$ cat src/shared/ssmst_map.svh
// register map, field positions, reset values and counts of the serial bus status block
`ifndef SSMST_MAP_SVH
`define SSMST_MAP_SVH

// ----------------------------------------------------------------
// register offsets
// ----------------------------------------------------------------
`define SSMST_ADDR_W 12
`define SSMST_STATUS_OFS 12'h424
`define SSMST_CTRL_OFS 12'h428
`define SSMST_MASK_OFS 12'h430

// ----------------------------------------------------------------
// field positions
// ----------------------------------------------------------------
`define SSMST_SADDR_LSB 1
`define SSMST_SADDR_MSB 7
`define SSMST_MADDR_LSB 9
`define SSMST_MADDR_MSB 15
`define SSMST_DONE_BIT 24
`define SSMST_ERR_LSB 25
`define SSMST_ERR_MSB 29
`define SSMST_SKIP_CKSUM_BIT 17
`define SSMST_ERR_NACK 0
`define SSMST_ERR_ARB 1
`define SSMST_ERR_FRAME 2
`define SSMST_ERR_CKSUM 3
`define SSMST_ERR_UNMAP 4

// ----------------------------------------------------------------
// reset values and counts
// ----------------------------------------------------------------
`define SSMST_ERR_RST 5'h00
`define SSMST_MASK_RST 5'h00
`define SSMST_ARB_LIMIT 16
`define SSMST_STRAP_SETTLE 2'h2
`define SSMST_ACK_SLOT 4'h8

`endif

$ cat src/shared/ssmst_pkg.sv
// types shared by the serial bus status block
package ssmst_pkg;
  typedef logic [6:0] ssmst_addr7_type;
  typedef logic [4:0] ssmst_err_type;
  typedef logic [11:0] ssmst_paddr_type;
  typedef enum logic [0:0] {
    SSMST_MON_IDLE = 1'b0,
    SSMST_MON_FRAME = 1'b1
  } ssmst_mon_state_type;
endpackage : ssmst_pkg

$ cat src/shared/ssmst_mon_if.sv
// link monitor events and master engine hints between core and monitor
`timescale 1ns/1ps
interface ssmst_mon_if;
  logic busy;
  logic sda_out;
  logic ack_expected;
  logic nack_evt;
  logic frame_evt;
  logic arb_evt;
  modport monitor (
    input busy,
    input sda_out,
    input ack_expected,
    output nack_evt,
    output frame_evt,
    output arb_evt
  );
  modport core (
    output busy,
    output sda_out,
    output ack_expected,
    input nack_evt,
    input frame_evt,
    input arb_evt
  );
endinterface : ssmst_mon_if

$ cat src/rtl/ssmst_top.sv
// serial bus status and boot load error capture with apb registers
//
// Operation
// RULE1: slave bus address is read-only in bits 7:1, fixed at init.
// RULE2: master bus address is read-only in bits 15:9, fixed at init.
// RULE3: in load mode bit 24 sets when loading completes or errors; resets zero.
// RULE4: unexpected nack during master transaction sets sticky bit 25.
// RULE5: retry after lost arbitration; 16 consecutive losses abort and set bit 26.
// RULE6: misplaced start or stop during master transaction sets bit 27.
// RULE7: bad load checksum or missing config-done command sets bit 28.
// RULE8: load write to undefined register sets bit 29.
// RULE9: skip-checksum control bit 17 makes every checksum pass.
// RULE10: error flags hold until one written; zero write keeps; reserved read zero.
`timescale 1ns/1ps
`include "ssmst_map.svh"
module ssmst_top #(
  parameter int ARB_LIMIT = `SSMST_ARB_LIMIT
) (
  input wire logic i_clk_sys,
  input wire logic i_rst,
  input wire logic i_psel,
  input wire logic i_penable,
  input wire logic i_pwrite,
  input wire ssmst_pkg::ssmst_paddr_type i_paddr,
  input wire logic [31:0] i_pwdata,
  output logic [31:0] o_prdata,
  output logic o_pready,
  output logic o_pslverr,
  input wire logic i_scl_pin,
  input wire logic i_sda_pin,
  input wire ssmst_pkg::ssmst_addr7_type i_slave_bus_addr,
  input wire ssmst_pkg::ssmst_addr7_type i_master_bus_addr,
  input wire logic i_boot_load_mode,
  input wire logic i_mst_busy,
  input wire logic i_mst_sda_out,
  input wire logic i_mst_ack_expected,
  input wire logic i_mst_done,
  input wire logic i_load_finished,
  input wire logic i_load_cksum_bad,
  input wire logic i_load_no_cfg_done,
  input wire logic i_load_unmapped,
  output logic o_mst_retry,
  output logic o_mst_abort,
  output logic o_irq
);
  import ssmst_pkg::*;

  // ----------------------------------------------------------------
  // link monitor
  // ----------------------------------------------------------------
  ssmst_mon_if u_mon_if ();
  assign u_mon_if.busy = i_mst_busy;
  assign u_mon_if.sda_out = i_mst_sda_out;
  assign u_mon_if.ack_expected = i_mst_ack_expected;

  ssmst_bus_mon u_bus_mon (
    .i_clk_sys(i_clk_sys),
    .i_rst(i_rst),
    .i_scl_pin(i_scl_pin),
    .i_sda_pin(i_sda_pin),
    .mon(u_mon_if.monitor)
  );

  // ----------------------------------------------------------------
  // hardware-initialised straps
  // ----------------------------------------------------------------
  ssmst_addr7_type saddr_s1, saddr_s2, maddr_s1, maddr_s2;
  logic mode_s1, mode_s2;
  always_ff @(posedge i_clk_sys) begin
    if (i_rst) begin
      saddr_s1 <= 7'h00;
      saddr_s2 <= 7'h00;
      maddr_s1 <= 7'h00;
      maddr_s2 <= 7'h00;
      mode_s1 <= 1'b0;
      mode_s2 <= 1'b0;
    end else begin
      saddr_s1 <= i_slave_bus_addr;
      saddr_s2 <= saddr_s1;
      maddr_s1 <= i_master_bus_addr;
      maddr_s2 <= maddr_s1;
      mode_s1 <= i_boot_load_mode;
      mode_s2 <= mode_s1;
    end
  end

  ssmst_addr7_type slave_bus_address, next_slave_bus_address;
  ssmst_addr7_type master_bus_address, next_master_bus_address;
  logic load_mode, next_load_mode, strap_locked, next_strap_locked;
  logic [1:0] settle_cnt, next_settle_cnt;

  always_comb begin
    next_slave_bus_address = slave_bus_address;
    next_master_bus_address = master_bus_address;
    next_load_mode = load_mode;
    next_strap_locked = strap_locked;
    next_settle_cnt = settle_cnt;
    if (!strap_locked) begin
      if (settle_cnt == `SSMST_STRAP_SETTLE) begin
        // RULE1 capture slave address
        next_slave_bus_address = saddr_s2;
        // RULE2 capture master address
        next_master_bus_address = maddr_s2;
        next_load_mode = mode_s2;
        next_strap_locked = 1'b1;
      end else begin
        next_settle_cnt = settle_cnt + 2'h1;
      end
    end
  end

  always_ff @(posedge i_clk_sys) begin
    if (i_rst) begin
      slave_bus_address <= 7'h00;
      master_bus_address <= 7'h00;
      load_mode <= 1'b0;
      strap_locked <= 1'b0;
      settle_cnt <= 2'h0;
    end else begin
      slave_bus_address <= next_slave_bus_address;
      master_bus_address <= next_master_bus_address;
      load_mode <= next_load_mode;
      strap_locked <= next_strap_locked;
      settle_cnt <= next_settle_cnt;
    end
  end

  // ----------------------------------------------------------------
  // apb decode
  // ----------------------------------------------------------------
  logic setup_phase, wr_access, hit_status, hit_ctrl, hit_mask;
  assign setup_phase = i_psel & ~i_penable;
  assign wr_access = i_psel & i_penable & o_pready & i_pwrite;
  assign hit_status = (i_paddr == `SSMST_STATUS_OFS);
  assign hit_ctrl = (i_paddr == `SSMST_CTRL_OFS);
  assign hit_mask = (i_paddr == `SSMST_MASK_OFS);

  // ----------------------------------------------------------------
  // arbitration retry counter
  // ----------------------------------------------------------------
  logic [4:0] loss_cnt, next_loss_cnt;
  logic next_mst_retry, next_mst_abort, arb_limit_hit;
  assign arb_limit_hit = (loss_cnt == 5'(ARB_LIMIT - 1));

  always_comb begin
    next_loss_cnt = loss_cnt;
    next_mst_retry = 1'b0;
    next_mst_abort = 1'b0;
    if (u_mon_if.arb_evt) begin
      // RULE5 retry or abort
      if (arb_limit_hit) begin
        next_mst_abort = 1'b1;
        next_loss_cnt = 5'h00;
      end else begin
        next_mst_retry = 1'b1;
        next_loss_cnt = loss_cnt + 5'h01;
      end
    end else if (i_mst_done) begin
      next_loss_cnt = 5'h00;
    end
  end

  always_ff @(posedge i_clk_sys) begin
    if (i_rst) begin
      loss_cnt <= 5'h00;
      o_mst_retry <= 1'b0;
      o_mst_abort <= 1'b0;
    end else begin
      loss_cnt <= next_loss_cnt;
      o_mst_retry <= next_mst_retry;
      o_mst_abort <= next_mst_abort;
    end
  end

  // ----------------------------------------------------------------
  // status flags, control and mask
  // ----------------------------------------------------------------
  ssmst_err_type err, next_err, err_set, err_clr, err_keep, mask, next_mask;
  logic done, next_done, skip_cksum, next_skip_cksum;

  always_comb begin
    err_set = 5'h00;
    // RULE4 nack flag
    err_set[`SSMST_ERR_NACK] = u_mon_if.nack_evt;
    // RULE5 lost arbitration flag
    err_set[`SSMST_ERR_ARB] = u_mon_if.arb_evt & arb_limit_hit;
    // RULE6 framing flag
    err_set[`SSMST_ERR_FRAME] = u_mon_if.frame_evt;
    // RULE7 RULE9 checksum flag
    err_set[`SSMST_ERR_CKSUM] = (i_load_cksum_bad & ~skip_cksum) | i_load_no_cfg_done;
    // RULE8 unmapped target
    err_set[`SSMST_ERR_UNMAP] = i_load_unmapped;
    err_clr = (wr_access && hit_status) ? i_pwdata[`SSMST_ERR_MSB:`SSMST_ERR_LSB] : 5'h00;
    err_keep = err & ~err_clr;
    // RULE10 set wins over clear
    next_err = err_keep | err_set;
    // RULE3 load done
    next_done = done | (load_mode & (i_load_finished | err_set[`SSMST_ERR_CKSUM]
                | err_set[`SSMST_ERR_UNMAP]));
    next_skip_cksum = (wr_access && hit_ctrl) ? i_pwdata[`SSMST_SKIP_CKSUM_BIT] : skip_cksum;
    next_mask = (wr_access && hit_mask) ? i_pwdata[`SSMST_ERR_MSB:`SSMST_ERR_LSB] : mask;
  end

  always_ff @(posedge i_clk_sys) begin
    if (i_rst) begin
      err <= `SSMST_ERR_RST;
      done <= 1'b0;
      skip_cksum <= 1'b0;
      mask <= `SSMST_MASK_RST;
      o_irq <= 1'b0;
    end else begin
      err <= next_err;
      done <= next_done;
      skip_cksum <= next_skip_cksum;
      mask <= next_mask;
      o_irq <= |(next_err & next_mask);
    end
  end

  // ----------------------------------------------------------------
  // apb answer
  // ----------------------------------------------------------------
  logic [31:0] rd_mux, next_prdata;
  logic next_pready, next_pslverr;

  always_comb begin
    rd_mux = 32'h0000_0000;
    if (hit_status) begin
      // RULE10 reserved bits zero
      rd_mux = {2'h0, err, done, 8'h00, master_bus_address, 1'b0, slave_bus_address, 1'b0};
    end else if (hit_ctrl) begin
      rd_mux[`SSMST_SKIP_CKSUM_BIT] = skip_cksum;
    end else if (hit_mask) begin
      rd_mux[`SSMST_ERR_MSB:`SSMST_ERR_LSB] = mask;
    end
    next_pready = setup_phase;
    next_pslverr = setup_phase & ~(hit_status | hit_ctrl | hit_mask);
    next_prdata = (setup_phase && !i_pwrite) ? rd_mux : 32'h0000_0000;
  end

  always_ff @(posedge i_clk_sys) begin
    if (i_rst) begin
      o_prdata <= 32'h0000_0000;
      o_pready <= 1'b0;
      o_pslverr <= 1'b0;
    end else begin
      o_prdata <= next_prdata;
      o_pready <= next_pready;
      o_pslverr <= next_pslverr;
    end
  end
endmodule : ssmst_top

$ cat src/rtl/ssmst_bus_mon.sv
// serial bus line monitor: start/stop, bit position, nack, misplaced conditions, lost arbitration
`timescale 1ns/1ps
`include "ssmst_map.svh"
module ssmst_bus_mon (
  input wire logic i_clk_sys,
  input wire logic i_rst,
  input wire logic i_scl_pin,
  input wire logic i_sda_pin,
  ssmst_mon_if.monitor mon
);
  import ssmst_pkg::*;

  // ----------------------------------------------------------------
  // pin synchronisers
  // ----------------------------------------------------------------
  logic scl_s1, scl_s2, scl_d, sda_s1, sda_s2, sda_d;
  always_ff @(posedge i_clk_sys) begin
    if (i_rst) begin
      {scl_s1, scl_s2, scl_d} <= 3'h7;
      {sda_s1, sda_s2, sda_d} <= 3'h7;
    end else begin
      {scl_s1, scl_s2, scl_d} <= {i_scl_pin, scl_s1, scl_s2};
      {sda_s1, sda_s2, sda_d} <= {i_sda_pin, sda_s1, sda_s2};
    end
  end

  logic start_cond, stop_cond, scl_rise, scl_fall;
  assign start_cond = scl_s2 & scl_d & sda_d & ~sda_s2;
  assign stop_cond = scl_s2 & scl_d & ~sda_d & sda_s2;
  assign scl_rise = scl_s2 & ~scl_d;
  assign scl_fall = ~scl_s2 & scl_d;

  // ----------------------------------------------------------------
  // frame tracker
  // ----------------------------------------------------------------
  ssmst_mon_state_type state, next_state;
  logic [3:0] bit_cnt, next_bit_cnt;
  logic nack_evt, next_nack_evt, frame_evt, next_frame_evt, arb_evt, next_arb_evt;
  // a clock rise becomes a bit only at the next fall; a start or stop in between drops it
  logic in_bit, next_in_bit, bit_val, next_bit_val;

  always_comb begin
    next_state = state;
    next_bit_cnt = bit_cnt;
    next_in_bit = in_bit;
    next_bit_val = bit_val;
    next_nack_evt = 1'b0;
    next_frame_evt = 1'b0;
    next_arb_evt = 1'b0;
    case (state)
      SSMST_MON_IDLE: begin
        if (start_cond) begin
          next_state = SSMST_MON_FRAME;
          next_bit_cnt = 4'h0;
          next_in_bit = 1'b0;
        end
      end
      SSMST_MON_FRAME: begin
        if (start_cond || stop_cond) begin
          // RULE6 misplaced condition
          next_frame_evt = mon.busy && (bit_cnt != 4'h0);
          next_bit_cnt = 4'h0;
          next_in_bit = 1'b0;
          next_state = start_cond ? SSMST_MON_FRAME : SSMST_MON_IDLE;
        end else if (scl_rise) begin
          next_in_bit = 1'b1;
          next_bit_val = sda_s2;
        end else if (scl_fall && in_bit) begin
          next_in_bit = 1'b0;
          next_bit_cnt = (bit_cnt == `SSMST_ACK_SLOT) ? 4'h0 : bit_cnt + 4'h1;
          if (bit_cnt == `SSMST_ACK_SLOT) begin
            // RULE4 unexpected nack
            next_nack_evt = mon.busy & mon.ack_expected & bit_val;
          end else if (mon.busy & mon.sda_out & ~bit_val) begin
            // RULE5 arbitration lost
            next_arb_evt = 1'b1;
            next_state = SSMST_MON_IDLE;
          end
        end
      end
      default: next_state = SSMST_MON_IDLE;
    endcase
  end

  always_ff @(posedge i_clk_sys) begin
    if (i_rst) begin
      state <= SSMST_MON_IDLE;
      bit_cnt <= 4'h0;
      in_bit <= 1'b0;
      bit_val <= 1'b1;
      nack_evt <= 1'b0;
      frame_evt <= 1'b0;
      arb_evt <= 1'b0;
    end else begin
      state <= next_state;
      bit_cnt <= next_bit_cnt;
      in_bit <= next_in_bit;
      bit_val <= next_bit_val;
      nack_evt <= next_nack_evt;
      frame_evt <= next_frame_evt;
      arb_evt <= next_arb_evt;
    end
  end

  assign mon.nack_evt = nack_evt;
  assign mon.frame_evt = frame_evt;
  assign mon.arb_evt = arb_evt;
endmodule : ssmst_bus_mon

$ cat config.mk
export PLATFORM = sky130hd
export DESIGN_NAME = ssmst_top
export DESIGN_NICKNAME = d
export VERILOG_FILES = /design/src/shared/ssmst_pkg.sv /design/src/shared/ssmst_mon_if.sv /design/src/rtl/ssmst_top.sv /design/src/rtl/ssmst_bus_mon.sv
export VERILOG_INCLUDE_DIRS = /design/src /design/src/shared
export SDC_FILE = /design/constraint.sdc
export NUM_CORES = 1
export LEC_CHECK = 0
export BUFFER_PORTS_ARGS = -buffer_cell sky130_fd_sc_hd__buf_4
export CAP_MARGIN = 30
export CORE_ASPECT_RATIO = 0.7
export CORE_MARGIN = 10
export CORE_UTILIZATION = 50
export CTS_BUF_LIST = sky130_fd_sc_hd__clkbuf_8 sky130_fd_sc_hd__clkbuf_16
export DETAILED_ROUTE_END_ITERATION = 12
export GPL_ROUTABILITY_DRIVEN = 0
export GPL_TIMING_DRIVEN = 0
export PLACE_DENSITY = 0.89
export SETUP_SLACK_MARGIN = 0.1
export SYNTH_ARGS = -nofsm -noshare
export SYNTH_HDL_FRONTEND = slang
export SYNTH_SLANG_ARGS = --single-unit
$ cat constraint.sdc
create_clock -name i_clk_sys -period 3.1 [get_ports i_clk_sys]
set_clock_uncertainty 0.2 [all_clocks]
set_input_delay 0.62 -clock i_clk_sys [delete_from_list [all_inputs] [get_ports i_clk_sys]]
set_output_delay 0.62 -clock i_clk_sys [all_outputs]
set_load 0.1 [all_outputs]
; Word level (Yosys, flattened, before mapping)
; Index checks and enable logic that the tools add are counted.
[totals]
ff_bits = 118
latchBits = 0
ram_bits = 0
romBits = 0
inputBits = 74
output_inout_bits = 37
memories = 0
[classes]
n_addsub = 3
multipliers = 0
n_div = 0
order_cmp = 0
eq_ne = 10
shift = 0
n_mux = 31
bitwise = 47
n_reduce_logical = 23
[op_table]
columns = op, count
row1 = $mux W5, 8
row2 = $eq A12 B11 Y1 const B, 3
row3 = $mux W4, 5
row4 = $and A1 B1 Y1, 19
row5 = $not A1 Y1, 18
row6 = $mux W1, 15
row7 = $reduce_or A6 Y1, 2
row8 = $and A5 B5 Y5, 2
row9 = $pmux W4 S2, 1
row10 = $logic_and A1 B1 Y1, 6
row11 = $ne A3 B3 Y1 const B, 2
row12 = $or A1 B1 Y1, 6
row13 = $reduce_and A2 Y1, 3
row14 = $reduce_and A3 Y1, 2
row15 = $reduce_or A3 Y1, 2
row16 = $add A5 B1 Y5 const B, 1
row17 = $eq A5 B4 Y1 const B, 1
row18 = $not A5 Y5, 1
row19 = $or A5 B5 Y5, 1
row20 = $reduce_or A5 Y1, 1
row21 = $add A4 B1 Y4 const B, 1
row22 = $eq A4 B4 Y1 const B, 1
row23 = $ne A4 B3 Y1 const B, 1
row24 = $pmux W1 S2, 2
row25 = 9 further kinds, 10

; Depth between registers and ports, before layout
[logic_depth]
ltp_word = 10
ltp_mapped = 8
depth_no_buf = 7

; Hierarchy
; From an unflattened synthesis, not the netlist that was laid out.
[hier_totals]
hier_cells = 379
hier_area_um2 = 3853.7
[modules_own_cells]
columns = module, instances, cells_per_inst, area_each_um2, seq_area_each_um2
row1 = ssmst_top, 1, 304, 3110.5, 1821.7
row2 = ssmst_bus_mon, 1, 75, 743.2, 320.3

; Worst setup path before layout
; Ideal clock, no wire load.
[synth_timing]
path_kind = input to register
start = input i_paddr[7]
end = register o_irq
setup_time_ns = 0.120
arrival_time_ns = 2.453
required_ns = 2.780
path_slack_ns = 0.327
stages = 6
path_buffers = 0
cell_sequence = or4_4 -> or2_4 -> nor4_4 -> mux2i_1 -> o22ai_1 -> o31a_1
[synth_via]
elab_chain_len = 8
elab_cells_between_ends = 11
[synth_rtl]
columns = item, line_no
row1 = start: declaration, ssmst_top.sv:24  ; input wire ssmst_pkg::ssmst_paddr_type i_paddr,
row2 = $eq A12 B11 Y1 (no source line), --
row3 = $logic_and A1 B1 Y1, ssmst_top.sv:193  ; err_clr = (wr_access && hit_status) ? i_pwdata[`SSMST_ERR_MSB:`SSMST_ERR_LSB] : 5'h00;
row4 = $mux W5, ssmst_top.sv:193
row5 = $not A5 Y5, ssmst_top.sv:194  ; err_keep = err & ~err_clr;
row6 = $and A5 B5 Y5, ssmst_top.sv:194
row7 = $or A5 B5 Y5, ssmst_top.sv:196  ; next_err = err_keep | err_set;
row8 = $and A5 B5 Y5 (*), ssmst_top.sv:216  ; o_irq <= |(next_err & next_mask);
row9 = $reduce_or A5 Y1 (*), ssmst_top.sv:216
row10 = end signal: assignment, ssmst_top.sv:216
row11 = end: declaration, ssmst_top.sv:44  ; output logic o_irq
; Mark *: on every way between the ends. The rest lies on a longest branch, timed or not.
; A chain may end at the register's enable or synchronous reset.

; Final worst setup path
; Same ends and word-level chain as after synthesis.

==> flow_summary_export.csv <==
group,metric,value,unit
place,port_buffers,72,
finish,seq_area,2140,sq um
routing,final_antenna_net_count,0,
sta,setup_viol,0,
worst_setup_path,rr_startpoint,"o_pready",
place,place_ws,0.00888,ns
run_status,status,"finished, final reports clean",
synthesis,synthTopCellsByCount,"dfxtp_1, nand2_1, nor2_1",
synthesis,yosys_warnings,0,
clocking,clk_latency,0.37,ns
sta,hold_violations,0,
min_path,hp-start,"u_bus_mon.sda_s1",
worst_setup_path,startpoint_type,"input pin",
sta,setup_slack,0.366,ns
routing,first_pass_iters,4,
synthesis,synthFlopType,"dfxtp_1",
worst_setup_path,worstPathArrival,2.79,ns
synthesis,syn_inst,372,
finish,areaGrowthSynthToFinish,25.2,%
clocking,post_cts_buffers,0,
synthesis,synth_top_family_by_area,"simple AND/OR/NAND/NOR gates",
power,power.total,2690,uW
routing,avgRoutedWirePerCell,14.2,um
synthesis,synth_top_area_share,0.584,
synthesis,yosys.area_share.xor_xnor,0.0143,
sta,max_slew_margin,0.580,
sta,worstMarginPinSlew,0.625,ns
sta,period_needed,2.73,ns
finish,nets,543,
sta,timing.final.crit_share,0.882,
clocking,path_clk_slew,0.11,ns
min_path,hold_depth,1,
die,core_area,7220,sq um
worst_setup_path,end_kind,"register",
synthesis,synth_cell_type_count,41,
die,fp-row-count,26,
finish,postLayoutCoreUtil,0.636,
clocking,ctsResizeCount,0,
synthesis,synth-compound-area-share,0.0774,
finish,layout-drive-gt1-share,0.236,
finish,diodes,0,
routing,wl,8.08,mm
clocking,holdBufCountCts,0,
worst_setup_path,r2r_slack,0.88,ns
run,max_cap_violations,0,
global_route,grt_remaining_overflow,0,
synthesis,synth_mux_area_frac,0.0191,
worst_setup_path,crit_start,"i_paddr[7]",
synthesis,synth_seq_area_share,0.584,
sta,tns,0,ns
min_path,whs_endpoint,"u_bus_mon.sda_s2",
clocking,cts_sinks,107,
worst_setup_path,r2r_cells,6,
worst_setup_path,timing.rr.end,"o_irq",
routing,drt_iter0_markers,246,
synthesis,async_reset_ff_frac,0,
synthesis,synth-edff-count,0,
clocking,cts_tree,"done",
routing,viasPerCell,4.85,
synthesis,synth_area_per_cell,9.86,sq um
power,powerDensity,585,nW/um^2
place,place_inst,552,
finish,nFillCells,586,
die,io_pins,111,
routing,remaining_drc_errors,0,
global_route,antenna_found_initial,0,
global_route,grt_pass1_wl,13.1,mm
sta,rsz0062_at_grt,"no",
place,dp_hpwl,6.13,mm
clocking,cts_buffer_depth,2,
synthesis,synth_fa_ha_area_frac,0.0136,
finish,layout.cells.non_filler,568,
worst_setup_path,critPathKind,"in2reg",
finish,multiInputGateArea,1400,sq um
worst_setup_path,cp_max_fo,5,
sta,slew_viol_final,0,
die,chipWidth,122,um
sta,fmax,0.366,GHz
min_path,worstHoldPathType,"reg2reg",
clocking,cts_buffers,9,
global_route,first_global_vias,2804,
synthesis,yosysMostFrequentCell,"dfxtp_1",
die,die_area,11200,sq um
synthesis,yosys.area_share.simple,0.246,
power,vdd_drop_max,0.298,mV
clocking,ctsRootBufferMaster,"clkbuf_8",
power,cellLeakagePower,0.00192,uW
clocking,htree_num_levels,3,
synthesis,syn_area,3670,sq um
routing,via_count,2756,
global_route,grt_usage,0.145,
global_route,grt_max_degree,19,
synthesis,synth-seq-cells,107,
die,die_y,91.7,um
synthesis,yosys-top-cells-area,"dfxtp_1, nor2b_1, nand2_1",
synthesis,yosysTopAreaCell,"dfxtp_1",
worst_setup_path,required,3.16,ns
die,start_util,0.508,
-- stage by stage --
stage               instance area [sq um]  hold WS, ns
floorplan                            3710        0.189
global placement                     4370        0.194
detailed placement                   4370        0.197
CTS                                  4590        0.216
global route                         4590        0.205
finish                               4590        0.219
-- placed cells by master, fill, tap and decap left out, types with 7 or more instances in the layout --
cell type,instances
dfxtp_1,107
buf_4,83
nand2_1,38
nor2_1,35
nor2b_1,34
a21oi_1,26
and2_1,15
clkbuf_1,12
nand3_1,12
conb_1,11
clkbuf_8,9
inv_1,8
mux2i_1,7
-- power by group --
part / internal [uW] / total [uW] / switching, uW
sequential: 1420 / 1450 / 22.8
clock: 462 / 935 / 473
combinational: 109 / 306 / 196
total: 2000 / 2690 / 692
-- kinds of logic after synthesis --
group,after synthesis
xor+xnor,6
flops,107
compound gates,47
other cells,1
fa+ha+maj,4
buf+inv,32
simple gates,168
mux,7
-- sequential cells by signal (all words and copies together) (netlist names), 2 cells and up --
register / count
settle_cnt: 2
saddr_s2: 7
o_prdata: 21
loss_cnt: 5
u_bus_mon.bit_cnt: 4
maddr_s2: 7
master_bus_address: 7
mask: 5
maddr_s1: 7
err: 5
slave_bus_address: 7
saddr_s1: 7
-- worst max-delay path by stage --
stage                   endpoint  slack [ns]  cells past startpoint
detailed placement         o_irq       0.009                      7
floorplan                  o_irq        0.33                      6
global placement           o_irq        0.05                      7
global route         o_prdata[7]        0.20                      8
finish                     o_irq        0.37                      7
CTS                 o_prdata[14]        0.38                      8
-- final cells by class --
| cell class | instances | area share |
|---|---|---|
| Buffer | 25 | 0.0297 |
| Clock buffer | 9 | 0.0270 |
| Clock inverter | 7 | 0.0218 |
| Inverter | 7 | 0.00572 |
| Multi-Input combinational cell | 243 | 0.305 |
| Sequential cell | 107 | 0.466 |
| Tap cell | 98 | 0.0267 |
| Timing Repair Buffer | 72 | 0.118 |
-- layer usage --
layer | GRT usage | share of wire | up-vias
met5 | 0 | 0 | -
met4 | 0.0372 | 0.0093 | 0
met3 | 0.0710 | 0.099 | 12
met2 | 0.229 | 0.45 | 99
met1 | 0.173 | 0.44 | 1258
li1 | - | - | 1387
-- critical path: stages --
cell	delay, ns
buf_4	0.11
or4_4	0.54
or2_4	0.26
nor4_4	0.53
mux2i_1	0.33
o22ai_1	0.10
o31a_1	0.30
Note: power is estimated with default switching activity, not from simulation.
